$ cat src/pkg/gcn_map.vh
// Address map, field positions and reset values of the change-notify GPIO port
`ifndef GCN_MAP_VH
`define GCN_MAP_VH
// -------------------------------------------------------------------
// Address decode: haddr[9] merge block, haddr[8] port, [7:4] register, [3:2] op
// -------------------------------------------------------------------
`define GCN_PORT_BIT 8
`define GCN_MERGE_BIT_ADDR 9
`define GCN_REG_HI 7
`define GCN_REG_LO 4
`define GCN_OP_HI 3
`define GCN_OP_LO 2
// Register index inside one port block (byte offset = index * 16)
`define GCN_REG_ANSEL 4'h0
`define GCN_REG_DIR 4'h1
`define GCN_REG_PORT 4'h2
`define GCN_REG_LAT 4'h3
`define GCN_REG_ODC 4'h4
`define GCN_REG_CNCTL 4'h5
`define GCN_REG_CNEN0 4'h6
`define GCN_REG_CNSTAT 4'h7
`define GCN_REG_CNEN1 4'h8
// Alias operation codes
`define GCN_OP_BASE 2'h0
`define GCN_OP_CLR 2'h1
`define GCN_OP_SET 2'h2
`define GCN_OP_INV 2'h3
// -------------------------------------------------------------------
// Fields and reset values
// -------------------------------------------------------------------
`define GCN_CN_ON_BIT 15
`define GCN_CN_STYLE_BIT 11
`define GCN_CNCTL_MASK 32'h8800_8800
`define GCN_MERGE_FIELD 0
`define GCN_ANSEL_RST 32'hFFFF_FFFF
`define GCN_DIR_RST 32'hFFFF_FFFF
`define GCN_ZERO_RST 32'h0000_0000
`endif

$ cat src/hw/gcn_sync.v
// Pin input synchronizer, three system clocks from pin to port value
`include "gcn_map.vh"
module gcn_sync (
  input wire hclk,
  input wire hresetn,
  input wire [31:0] pin_in,
  output reg [31:0] pin_sync
);

  reg [31:0] meta_r;
  reg [31:0] stage2_r;

  // Two-flop crossing then a third capture stage
  always @(posedge hclk or negedge hresetn)
  begin
    if (!hresetn)
    begin
      meta_r <= `GCN_ZERO_RST;
      stage2_r <= `GCN_ZERO_RST;
      pin_sync <= `GCN_ZERO_RST;
    end
    else
    begin
      meta_r <= pin_in;
      stage2_r <= meta_r;
      pin_sync <= stage2_r;
    end
  end

endmodule

$ cat src/hw/gcn_port.v
// Two 16-bit GPIO ports with aliases, merging and change notification, AHB-Lite slave
//
// Decided for this implementation: the register addresses and the AHB-Lite register port.
`include "gcn_map.vh"
module gcn_port (
  input wire hclk,
  input wire hresetn,
  input wire hsel,
  input wire [31:0] haddr,
  input wire [1:0] htrans,
  input wire hwrite,
  input wire [2:0] hsize,
  input wire [31:0] hwdata,
  input wire hready,
  output wire hreadyout,
  output reg [31:0] hrdata,
  output wire hresp,
  input wire [31:0] pin_in,
  output wire [31:0] pin_out,
  output wire [31:0] pin_oe,
  output wire [31:0] analog_level,
  output wire [31:0] analog_sel,
  output wire [1:0] cn_irq
);

  // -------------------------------------------------------------------
  // State
  // -------------------------------------------------------------------
  reg [31:0] ansel_r;
  reg [31:0] dir_r;
  reg [31:0] lat_r;
  reg [31:0] odc_r;
  reg [31:0] cnctl_r;
  reg [31:0] cnen0_r;
  reg [31:0] cnen1_r;
  reg [31:0] cnstat_r;
  reg [31:0] last_rd_r;
  reg [31:0] prev_r;
  reg merge_r;
  reg [9:2] ap_addr_r;
  reg wr_ph_r;
  reg rd_wait_r;
  wire [31:0] pin_sync;
  wire ap_valid;

  // Port-side input synchronizer
  gcn_sync u_sync (
    .hclk(hclk),
    .hresetn(hresetn),
    .pin_in(pin_in),
    .pin_sync(pin_sync)
  );

  // -------------------------------------------------------------------
  // Bus address and data phases
  // -------------------------------------------------------------------
  assign ap_valid = hsel & htrans[1] & hready;
  assign hreadyout = ~rd_wait_r; // One wait state on reads only
  assign hresp = 1'b0;

  // Address phase capture and phase tracking
  always @(posedge hclk or negedge hresetn)
  begin
    if (!hresetn)
    begin
      ap_addr_r <= 8'h00;
      wr_ph_r <= 1'b0;
      rd_wait_r <= 1'b0;
    end
    else
    begin
      if (ap_valid)
      begin
        ap_addr_r <= haddr[9:2];
      end
      wr_ph_r <= ap_valid & hwrite;
      rd_wait_r <= ap_valid & ~hwrite;
    end
  end

  // Decoded fields of the data-phase address
  wire dp_merge = ap_addr_r[`GCN_MERGE_BIT_ADDR];
  wire dp_port = ap_addr_r[`GCN_PORT_BIT];
  wire [3:0] dp_reg = ap_addr_r[`GCN_REG_HI:`GCN_REG_LO];
  wire [1:0] dp_op = ap_addr_r[`GCN_OP_HI:`GCN_OP_LO];

  // Lanes touched by an access: port 1, port 0, or both when merged and port 0 is addressed
  wire [31:0] lane_mask = dp_port ? 32'hFFFF_0000 :
                          (merge_r ? 32'hFFFF_FFFF : 32'h0000_FFFF);
  // Bus word placed on the pin lanes
  wire [31:0] lane_wdata = dp_port ? {hwdata[15:0], 16'h0000} : hwdata;

  // Alias operation on the selected lanes
  function [31:0] alias_apply;
    input [31:0] old;
    input [1:0] op;
    input [31:0] wd;
    input [31:0] msk;
    begin
      case (op)
        `GCN_OP_CLR: alias_apply = old & ~(wd & msk);
        `GCN_OP_SET: alias_apply = old | (wd & msk);
        `GCN_OP_INV: alias_apply = old ^ (wd & msk);
        default: alias_apply = (old & ~msk) | (wd & msk);
      endcase
    end
  endfunction

  // Write strobes per register
  wire wr_any = wr_ph_r & ~dp_merge;
  wire wr_ansel = wr_any & (dp_reg == `GCN_REG_ANSEL);
  wire wr_dir = wr_any & (dp_reg == `GCN_REG_DIR);
  wire wr_lat = wr_any & ((dp_reg == `GCN_REG_LAT) | (dp_reg == `GCN_REG_PORT));
  wire wr_odc = wr_any & (dp_reg == `GCN_REG_ODC);
  wire wr_cnctl = wr_any & (dp_reg == `GCN_REG_CNCTL);
  wire wr_cnen0 = wr_any & (dp_reg == `GCN_REG_CNEN0);
  wire wr_cnen1 = wr_any & (dp_reg == `GCN_REG_CNEN1);
  wire wr_cnstat = wr_any & (dp_reg == `GCN_REG_CNSTAT);
  wire wr_merge = wr_ph_r & dp_merge & (ap_addr_r[8:4] == 5'h00);
  wire rd_port = rd_wait_r & ~dp_merge & (dp_reg == `GCN_REG_PORT);

  // -------------------------------------------------------------------
  // Change-of-state detection
  // -------------------------------------------------------------------
  wire [31:0] on_v = {{16{cnctl_r[16 + `GCN_CN_ON_BIT]}}, {16{cnctl_r[`GCN_CN_ON_BIT]}}};
  wire [31:0] sty_v = {{16{cnctl_r[16 + `GCN_CN_STYLE_BIT]}},
                       {16{cnctl_r[`GCN_CN_STYLE_BIT]}}};
  wire [31:0] rise = pin_sync & ~prev_r;
  wire [31:0] fall = ~pin_sync & prev_r;
  // Edge style: (second, first) pair picks the transition
  wire [31:0] ev_edge = (~cnen1_r & cnen0_r & rise) |
                        (cnen1_r & ~cnen0_r & fall) |
                        (cnen1_r & cnen0_r & (rise | fall));
  // Mismatch style: second enable ignored
  wire [31:0] ev_mis = cnen0_r & (pin_sync ^ last_rd_r);
  wire [31:0] cn_event = on_v & ((sty_v & ev_edge) | (~sty_v & ev_mis));

  // Previous level for edge detection, free running
  always @(posedge hclk or negedge hresetn)
  begin
    if (!hresetn)
    begin
      prev_r <= `GCN_ZERO_RST;
    end
    else
    begin
      prev_r <= pin_sync;
    end
  end

  // Last-read state, taken when software reads the port value
  always @(posedge hclk or negedge hresetn)
  begin
    if (!hresetn)
    begin
      last_rd_r <= `GCN_ZERO_RST;
    end
    else if (rd_port)
    begin
      last_rd_r <= (last_rd_r & ~lane_mask) | (pin_sync & lane_mask);
    end
  end

  // -------------------------------------------------------------------
  // Configuration registers
  // -------------------------------------------------------------------
  always @(posedge hclk or negedge hresetn)
  begin
    if (!hresetn)
    begin
      ansel_r <= `GCN_ANSEL_RST;
      dir_r <= `GCN_DIR_RST;
      lat_r <= `GCN_ZERO_RST;
      odc_r <= `GCN_ZERO_RST;
      cnctl_r <= `GCN_ZERO_RST;
      cnen0_r <= `GCN_ZERO_RST;
      cnen1_r <= `GCN_ZERO_RST;
      merge_r <= 1'b0;
    end
    else
    begin
      if (wr_ansel)
      begin
        ansel_r <= alias_apply(ansel_r, dp_op, lane_wdata, lane_mask);
      end
      if (wr_dir)
      begin
        dir_r <= alias_apply(dir_r, dp_op, lane_wdata, lane_mask);
      end
      if (wr_lat)
      begin
        lat_r <= alias_apply(lat_r, dp_op, lane_wdata, lane_mask);
      end
      if (wr_odc)
      begin
        odc_r <= alias_apply(odc_r, dp_op, lane_wdata, lane_mask);
      end
      if (wr_cnctl)
      begin
        cnctl_r <= alias_apply(cnctl_r, dp_op, lane_wdata, lane_mask & `GCN_CNCTL_MASK);
      end
      if (wr_cnen0)
      begin
        cnen0_r <= alias_apply(cnen0_r, dp_op, lane_wdata, lane_mask);
      end
      if (wr_cnen1)
      begin
        cnen1_r <= alias_apply(cnen1_r, dp_op, lane_wdata, lane_mask);
      end
      if (wr_merge)
      begin
        case (dp_op)
          `GCN_OP_CLR: merge_r <= merge_r & ~hwdata[`GCN_MERGE_FIELD];
          `GCN_OP_SET: merge_r <= merge_r | hwdata[`GCN_MERGE_FIELD];
          `GCN_OP_INV: merge_r <= merge_r ^ hwdata[`GCN_MERGE_FIELD];
          default: merge_r <= hwdata[`GCN_MERGE_FIELD];
        endcase
      end
    end
  end

  // Sticky change flags; a new event wins over a software clear
  always @(posedge hclk or negedge hresetn)
  begin
    if (!hresetn)
    begin
      cnstat_r <= `GCN_ZERO_RST;
    end
    else if (wr_cnstat)
    begin
      cnstat_r <= alias_apply(cnstat_r, dp_op, lane_wdata, lane_mask) | cn_event;
    end
    else
    begin
      cnstat_r <= cnstat_r | cn_event;
    end
  end

  // Interrupt request per port, held while any flag stands
  assign cn_irq = {|cnstat_r[31:16], |cnstat_r[15:0]};

  // -------------------------------------------------------------------
  // Read path
  // -------------------------------------------------------------------
  // Analog inputs read as low
  wire [31:0] port_val = pin_sync & ~ansel_r;

  // Base value of the addressed register on the pin lanes
  reg [31:0] rd_src;
  always @*
  begin
    rd_src = 32'h0000_0000;
    case (dp_reg)
      `GCN_REG_ANSEL: rd_src = ansel_r;
      `GCN_REG_DIR: rd_src = dir_r;
      `GCN_REG_PORT: rd_src = port_val;
      `GCN_REG_LAT: rd_src = lat_r;
      `GCN_REG_ODC: rd_src = odc_r;
      `GCN_REG_CNCTL: rd_src = cnctl_r;
      `GCN_REG_CNEN0: rd_src = cnen0_r;
      `GCN_REG_CNSTAT: rd_src = cnstat_r;
      `GCN_REG_CNEN1: rd_src = cnen1_r;
      default: rd_src = 32'h0000_0000;
    endcase
  end

  // Bus word of the read: lane shift, alias and unmapped read as zero
  reg [31:0] rd_word;
  always @*
  begin
    rd_word = 32'h0000_0000;
    if (dp_merge)
    begin
      rd_word = (ap_addr_r[8:2] == 7'h00) ? {31'h0000_0000, merge_r} : 32'h0000_0000;
    end
    else if (dp_op != `GCN_OP_BASE)
    begin
      rd_word = 32'h0000_0000;
    end
    else if (dp_port)
    begin
      rd_word = {16'h0000, rd_src[31:16]};
    end
    else
    begin
      rd_word = rd_src & lane_mask;
    end
  end

  // Read data register, loaded in the wait cycle
  always @(posedge hclk or negedge hresetn)
  begin
    if (!hresetn)
    begin
      hrdata <= 32'h0000_0000;
    end
    else if (rd_wait_r)
    begin
      hrdata <= rd_word;
    end
  end

  // -------------------------------------------------------------------
  // Pin drive
  // -------------------------------------------------------------------
  // Output when direction is zero; open drain drives only a low
  assign pin_oe = ~dir_r & (~odc_r | ~lat_r);
  assign pin_out = lat_r & ~odc_r;

  // Digital output level offered to analog peripherals
  assign analog_level = lat_r & ~dir_r & ansel_r;
  assign analog_sel = ansel_r;

endmodule

$ cat config.mk
export PLATFORM = sky130hd
export DESIGN_NAME = gcn_port
export DESIGN_NICKNAME = d
export VERILOG_FILES = /design/src/hw/gcn_sync.v /design/src/hw/gcn_port.v
export VERILOG_INCLUDE_DIRS = /design/src /design/src/pkg
export SDC_FILE = /design/constraint.sdc
export NUM_CORES = 1
export LEC_CHECK = 0
export BUFFER_PORTS_ARGS = -buffer_cell sky130_fd_sc_hd__buf_2
export CELL_PAD_IN_SITES_DETAIL_PLACEMENT = 0
export CELL_PAD_IN_SITES_GLOBAL_PLACEMENT = 1
export CORE_MARGIN = 8
export CORE_UTILIZATION = 50
export DETAILED_ROUTE_END_ITERATION = 12
export PLACE_DENSITY_LB_ADDON = 0.1
export SYNTH_ARGS = -nofsm -noshare
export SYNTH_HDL_FRONTEND = slang
export SYNTH_SLANG_ARGS = --single-unit
$ cat constraint.sdc
create_clock -name hclk -period 3.8 [get_ports hclk]
set_clock_uncertainty 0.2 [all_clocks]
set_input_delay 0.57 -clock hclk [delete_from_list [all_inputs] [get_ports hclk]]
set_output_delay 0.57 -clock hclk [all_outputs]
set_load 0.005 [all_outputs]
* Word-level counts from Yosys, hierarchy flattened
Cells that the tools add are included.
Storage, ports and cells: ROM bits 0, memory bits (writable) 0, register bits 459, latch bits 0, bits of input ports 106, memories kept 0, logic and storage cells 163
Operators by class: shift-type cells 0, bitwise logic cells 109, reduce and logical (&&, ||, !) cells 6, multiply operators 0, equal/unequal tests 11, add/sub/neg operators 0, $lt $le $gt $ge 0, div/mod/pow operators 0, mux-type cells 19
Operator list (number):
- 32-bit AND | 38
- 32-bit bitwise OR | 24
- 32-bit one-hot mux with 3 select lines | 8
- 32-bit NOT | 13
- 32-bit one-hot mux with 9 select lines | 1
- 32-bit XOR | 9
- 32-bit 2-to-1 mux | 8
- 16-bit OR reduction | 2
- 1-bit AND | 18
- 4-bit by 3-bit == test with 1-bit output, second input constant | 4
- 4-bit by 2-bit == test with 1-bit output, second input constant | 2
- 7-bit zero test | 1
- 5-bit zero test | 1
- 2-bit == test, second input constant | 2
- 4-bit by 1-bit == test with 1-bit output, second input constant | 1
- 4-bit == test, second input constant | 1
- 4-bit zero test | 1
- 1-bit NOT | 4
- 1-bit one-hot mux with 3 select lines | 1
- 2-bit by 1-bit == test with 1-bit output, second input constant | 1
- 1-bit bitwise OR | 2
- 2-bit nonzero test | 1
- 1-bit 2-to-1 mux | 1
- 1-bit XOR | 1

* Logic depth before layout (Yosys ltp)
Gate-level depths: netlist (run 1).
depth in word-level cells 10, depth in mapped cells 11, gate-level depth less buffers 8

* By module
From an unflattened synthesis (run 1), not the netlist that was laid out.
Unflattened totals: cells, all modules 2915, area total of the unflattened synthesis 26814.5 um2
Modules (own cells, without submodules):
- gcn_port | area each 24412.2 um2, seq. area each 8463.1 um2, cells an instance 2819, instances 1
- gcn_sync | area each 2402.3 um2, seq. area each 2402.3 um2, cells an instance 96, instances 1

* Worst setup path before layout (run 1)
OpenSTA, ideal clock, no wires.
path kind register -> register, from register ap_addr_r[8] (netlist bit), to register cnen1_r[30], stages on the path, launching flop included 11, slack 1.365 ns, data required time 3.479 ns, library setup time 0.121 ns, data arrival time 2.114 ns, cell sequence dfrtp_1 -> clkbuf_1 -> nor2b_1 -> clkbuf_1 -> clkbuf_1 -> a22oi_1 -> ha_1 -> nand2_1 -> o21ai_0 -> a21oi_1 -> a22o_1
Between the ends: cells in the longest elaborated chain, start to end 5, elaborated cells between the ends (all ways) 11, classes of those cells mux (3); bitwise (8)
RTL lines:
- start, declared | line gcn_port.v:40 | reg [9:2] ap_addr_r;
- start signal, assigned | line gcn_port.v:74 | ap_addr_r <= haddr[9:2];
- 32-bit 2-to-1 mux, on equally long branches | line gcn_port.v:88, gcn_port.v:91
- 32-bit NOT or 32-bit AND (tied branches)
- 32-bit AND or 32-bit NOT (tied branches) | line gcn_port.v:104, gcn_port.v:101
- 32-bit bitwise OR or 32-bit AND (tied branches) | line gcn_port.v:104, gcn_port.v:101
- 32-bit one-hot mux with 3 select lines (*) | line gcn_port.v:100 | case (op)
- end signal, assigned | line gcn_port.v:177 | cnen1_r <= `GCN_ZERO_RST;
- end signal, assigned | line gcn_port.v:208 | cnen1_r <= alias_apply(cnen1_r, dp_op, lane_wdata, lane_mask);
- end, declared | line gcn_port.v:35 | reg [31:0] cnen1_r;
Mark *: on every way between the ends. The rest lies on a longest branch, timed or not. A chain may end at the register's enable or synchronous reset.

* Worst setup path after layout (run 1)
from register ap_addr_r[6] (netlist bit), to register hrdata[4]
Between the ends: cells in the longest elaborated chain, start to end 6, elaborated cells between the ends (all ways) 14, classes of those cells eq/ne (8); mux (4); bitwise (1); reduce/logical (1)
RTL lines:
- 4-bit == test (tied with other cells) | line gcn_port.v:253 | case (dp_reg)
- 32-bit one-hot mux with 9 select lines (*) | line gcn_port.v:253
- 32-bit AND | line gcn_port.v:286 | rd_word = rd_src & lane_mask;
- 32-bit 2-to-1 mux (*) | line gcn_port.v:280 | else if (dp_port)
- 32-bit 2-to-1 mux (*) | line gcn_port.v:276 | else if (dp_op != `GCN_OP_BASE)
- 32-bit 2-to-1 mux (*) | line gcn_port.v:272 | if (dp_merge)
- end signal, assigned | line gcn_port.v:299 | hrdata <= rd_word;
- end, declared | line gcn_port.v:16 | output reg [31:0] hrdata,
Marked as above.

==> flow_metrics.tcl, run 1 <==
set metrics [dict create \
    fin_util 0.5907 \
    synthToLayoutAreaGrowth_pct 16.69 \
    overflow 0 \
    cts.path.max_buffers 3 \
    antenna_found_initial 1 \
    status "complete, no violations" \
    coreArea_um2 52660 \
    port_buffers 240 \
    max-cap-violations 0 \
    arrival_ps 3640 \
    final_common_cell "a21oi_1" \
    path_max_fanout 24 \
    finalNonFillerCells 3893 \
    cpMaxStageDelayCell "a2111oi_0" \
    synth_top_area_frac 0.3446 \
    die_w_um 246.9 \
    postSynthAreaPerCell_um2 9.162 \
    final_nets 3564 \
    final_cell_mix "393 x a21oi_1, 362 x dfrtp_1, 336 x nand2_1" \
    insertion_delay_ps 620 \
    synth_area_um2 26650 \
    setup_tns_ps 0 \
    via_per_inst 6.333 \
    power_mw 16.79 \
    track_usage 0.3271 \
    cp_cell_sequence "buf_4, nor2b_2, buf_4, a22o_1, a2111oi_0, buf_4, a21oi_1, a22o_1" \
    ioPinCount 270 \
    cts_tree "yes" \
    gp_congestion 0.9262 \
    slew_violations 0 \
    grt_start_max_net_pins 136 \
    cp_top_family "compound AO/OA/AOI/OAI gates" \
    start_util 0.5062 \
    synth_edf_count 0 \
    yosysWarningCount 0 \
    synth.area.top_cells "dfrtp_1 34%, ha_1 14%, a21oi_1 7.4%, dfstp_2 6.3%, o21ai_0 4.8%" \
    drt-initial-drc-count 2582 \
    wirelength_um 101800 \
    grt_pass1_wl_um 152400 \
    cp.buffers_inverters 3 \
    max-slew-margin-rel 0.2464 \
    dieArea_um2 60950 \
    synth_cells 2909 \
    synth_cell_type_count 74 \
    postPlaceCellArea_um2 28970 \
    vdd_drop_max_mv 0.3077 \
    cp-end-kind "flip-flop" \
    syn_nets 3309 \
    pwr_density_cell_nw_per_um2 540.0 \
    pre_cts_slack_ps 533.5 \
    drive_gt1_frac 0.1767 \
    synth_top_area_cell "dfrtp_1" \
    critPathMostFrequentCell "buf_4" \
    cts.clk_slew.worst_paths_ps 60 \
    required_ps 4100 \
    wl_per_cell_um 26.15 \
    tightest_slew_ps 1120 \
    power.static_leakage_nw 14.86 \
    antenna_left 0 \
    vias 24650 \
    hold_slack_ps 44.58 \
    rsz0062_at_grt "no" \
    drc 0 \
    hold_violations 0 \
    dp.cells 3763 \
    synthFlopType "dfrtp_1" \
    critPathMaxStageDelay_ps 780 \
    die_h_um 246.9 \
    row_count 84 \
    worst_setup_path_start_kind "flip-flop" \
    timing.final.ws_setup_ps 461.0 \
    fmax_mhz 299.5 \
    clock_sinks 431 \
    cts_made_buffers 49 \
    clockRootBuffer "clkbuf_16" \
    design_area_um2 31100 \
    dp_hpwl_um 69010 \
    grt_pass1_vias 24140 \
    first_pass_iters 6 \
    cts_setup_buffers 0 \
    cts-resized-gates 0 \
    worstSetupPathType "reg2reg" \
    cts_max_level 2 \
    synth-seq-cells 431 \
    ctsHoldBuffers 38 \
    min_period_ps 3339 \
    ys_async_sr_fraction 1.000 \
    setup_viol 0 \
    hold_path_class "in2reg" \
    fin_crit_sh 0.8787 \
    seq_area_frac_synth 0.4077 \
]
[registers in the layout, indices dropped and copies added (netlist names), named ones only]
register         count
lat_r               32
merge_r              1
prev_r              32
u_sync.stage2_r     32
dir_r               32
wr_ph_r              1
cnstat_r            32
rd_wait_r            1
u_sync.meta_r       32
odc_r               32
ap_addr_r            8
u_sync.pin_sync     32
hrdata              32
cnctl_r              4
analog_sel          32
cnen1_r             32
cnen0_r             32
[cells in the mapped netlist, drive strengths merged, types with 49 or more instances]
cell type  number
a21oi         393
dfrtp         367
nand2         336
ha            294
o21ai         255
nor2          206
clkbuf        147
a22o          121
inv            78
dfstp          64
nand3          62
a22oi          50
o211ai         49
[cell type report]
cell class | count | area (um2)
clock inverter | 21 | 321.6
inverter | 78 | 292.8
multi-input combinational | 2211 | 14740
timing repair buffer | 393 | 2580
antenna | 1 | 2.502
sequential | 431 | 10880
tap | 688 | 860.8
fill | 4562 | 21550
clock buffer | 70 | 1428
[where the power goes]
| part | switching (mW) | leakage, nW | internal, mW |
|---|---|---|---|
| sequential | 1.10 | 5.09 | 5.32 |
| combinational | 3.08 | 8.93 | 2.08 |
| clock | 2.05 | 0.845 | 3.16 |
| total | 6.23 | 14.9 | 10.6 |
[cells by family after synthesis]
kind of cell             after synthesis  share of synthesized area
AO/OA/AOI/OAI                       1013                     0.2350
flip-flops                           431                     0.4077
adder cells (fa/ha/maj)              294                     0.1380
XOR/XNOR                              32                    0.01052
buffers and inverters                267                    0.03976
other                                  1                  0.0001407
AND/OR/NAND/NOR                      779                     0.1323
multiplexers                          92                    0.03662
[per-layer routing]
metal | vias to the layer above | track usage | wire, um
met2 | 1229 | 0.4881 | 43480
met5 | - | 0 | 14
met4 | 2 | 0.1304 | 4183
li1 | 11070 | - | -
met3 | 240 | 0.08815 | 10900
met1 | 12110 | 0.4476 | 43210
[final timing paths]
check                                   from                  end  slack (ps)  cells past startpoint
min reg2reg                u_sync.meta_r[22]  u_sync.stage2_r[22]         130                      0
min in group asynchronous            hresetn          cnstat_r[3]         320                      2
max                             ap_addr_r[6]            hrdata[4]         460                      8
max reg2reg                     ap_addr_r[6]            hrdata[4]         460                      8
max in group asynchronous            hresetn            dir_r[18]        2140                      3
min                                 haddr[8]         ap_addr_r[8]          40                      2
Power figures use the tool's default switching activity.
==> run 2: changes to the inputs <==
--- a/constraint.sdc
+++ b/constraint.sdc
@@ -4,2 +4,2 @@
 set_output_delay 0.57 -clock hclk [all_outputs]
-set_load 0.005 [all_outputs]
+set_load 0.01 [all_outputs]
==> flow_metrics.tcl, run 2 (synthesis gave the netlist of run 1 again) <==
set metrics [dict create \
    cts.clk_slew.worst_paths_ps 60 \
    arrival_ps 3650 \
    cts-resized-gates 0 \
    antenna_found_initial 2 \
    multiInputGateArea_um2 14740 \
    coreArea_um2 52660 \
    clockRootBuffer "clkbuf_16" \
    grt_pass1_vias 24120 \
    startpoint "ap_addr_r[6]" \
    port_buffers 240 \
    overflow 0 \
    final_common_cell "a21oi_1" \
    antenna_left 0 \
    clock_sinks 431 \
    row_count 84 \
    hold_path.startpoint "haddr[6]" \
    fillCellCount 4569 \
    dp.cells 3763 \
    min_period_ps 3404 \
    dp_hpwl_um 69000 \
    hold_violations 0 \
    final_cell_mix "393 x a21oi_1, 362 x dfrtp_1, 336 x nand2_1" \
    finalNonFillerCells 3892 \
    gp_congestion 0.9237 \
    ff_latch_area_um2 10880 \
    max-cap-violations 0 \
    cts_max_level 2 \
    via_per_inst 6.323 \
    rrSetupSlack_ps 400 \
    cp-end-kind "flip-flop" \
    vias 24610 \
    slew_violations 0 \
    wirelength_um 101300 \
    holdPathEnd "ap_addr_r[6]" \
    design_area_um2 31030 \
    synthToLayoutAreaGrowth_pct 16.42 \
    grt_start_max_net_pins 136 \
    p_seq_frac 0.386 \
    postPlaceCellArea_um2 28970 \
    grt_pass1_wl_um 151900 \
    dieArea_um2 60950 \
    drc 0 \
    fin_crit_sh 0.8958 \
    drive_gt1_frac 0.1776 \
    worstSetupPathType "reg2reg" \
    comb_power_share 0.315 \
    pwr_density_cell_nw_per_um2 536.4 \
    path_max_fanout 24 \
    r2r-end "hrdata[1]" \
    vdd_drop_max_mv 0.3406 \
    switchingPower_mw 6.290 \
    required_ps 4040 \
    die_h_um 246.9 \
    reg2regPathDepth 6 \
    r2r_start "ap_addr_r[6]" \
    p_int_mw 10.35 \
    tightest_slew_ps 1052 \
    power.static_leakage_nw 14.86 \
    die_w_um 246.9 \
    setup_tns_ps 0 \
    hold_depth 2 \
    drt-initial-drc-count 2538 \
    power_mw 16.64 \
    ioPinCount 270 \
    cts_made_buffers 50 \
    rsz0062_at_grt "no" \
    worst_setup_path_start_kind "flip-flop" \
    start_util 0.5062 \
    track_usage 0.3262 \
    fmax_mhz 293.8 \
    first_pass_iters 6 \
    insertion_delay_ps 610 \
    setup_viol 0 \
    wl_per_cell_um 26.03 \
    cts.path.max_buffers 3 \
    netSwitchingFraction 0.3779 \
    cts_tree "yes" \
    p_clk_frac 0.299 \
    status "complete, no violations" \
    hold_path_class "in2reg" \
    final_nets 3564 \
    max-slew-margin-rel 0.2924 \
    hold_slack_ps 30.03 \
]
run 2: area by class of cell:
class                   count  area share
multi-input cells        2211      0.4750
flip-flops and latches    431      0.3505
clock buffers              72     0.04859
inverters                  78    0.009436
clock inverters            19    0.005766
well taps                 688     0.02774
diodes                      1  0.00008065
repair buffers            392     0.08283
run 2: metal layers:
metal	vias to the layer above	global-route usage	wire length, um
li1	11070	-	-
met1	11940	0.4489	42360
met2	1317	0.4798	42980
met3	283	0.08707	11460
met4	0	0.1410	4521
met5	-	0	0
run 2: worst max-delay path, cell delays in order (launching register included):
cell,delay [ps]
dfrtp_2,830
or4b_4,620
buf_4,310
o32ai_1,100
a2111oi_0,780
buf_4,300
a221oi_1,90
run 2: worst max path at each step:
stage	end	slack [ps]	depth (start not counted)
floorplan	cnen1_r[30]	1360	10
global placement	hrdata[1]	590	6
detailed placement	hrdata[1]	550	6
CTS	hrdata[1]	520	6
global route	hrdata[1]	460	6
finish	hrdata[1]	400	6
run 2: power groups by stage:
| stage | clock network [mW] | registers (mW) | logic, mW |
|---|---|---|---|
| after floorplan | 0 | 6.02 | 3.40 |
| final | 4.98 | 6.43 | 5.24 |
| after CTS | 5.06 | 6.38 | 5.17 |
| after global placement | 0 | 6.42 | 4.93 |
| after global routing | 5.24 | 6.52 | 5.83 |
| after detailed placement | 0 | 6.46 | 5.11 |
run 2: repair_timing:
action                                 in CTS  in global routing
hold buffers                               37                  0
endpoints found under the hold margin      82                  0
setup endpoints to repair                   0                  0
setup buffers                               0                  0
run 2: per-stage QoR:
step,setup WS [ps],util
global placement,592.2,0.5502
finish,396.1,0.5893
detailed placement,546.6,0.5502
floorplan,1365,-
global route,455.1,0.5892
CTS,519.9,0.5892
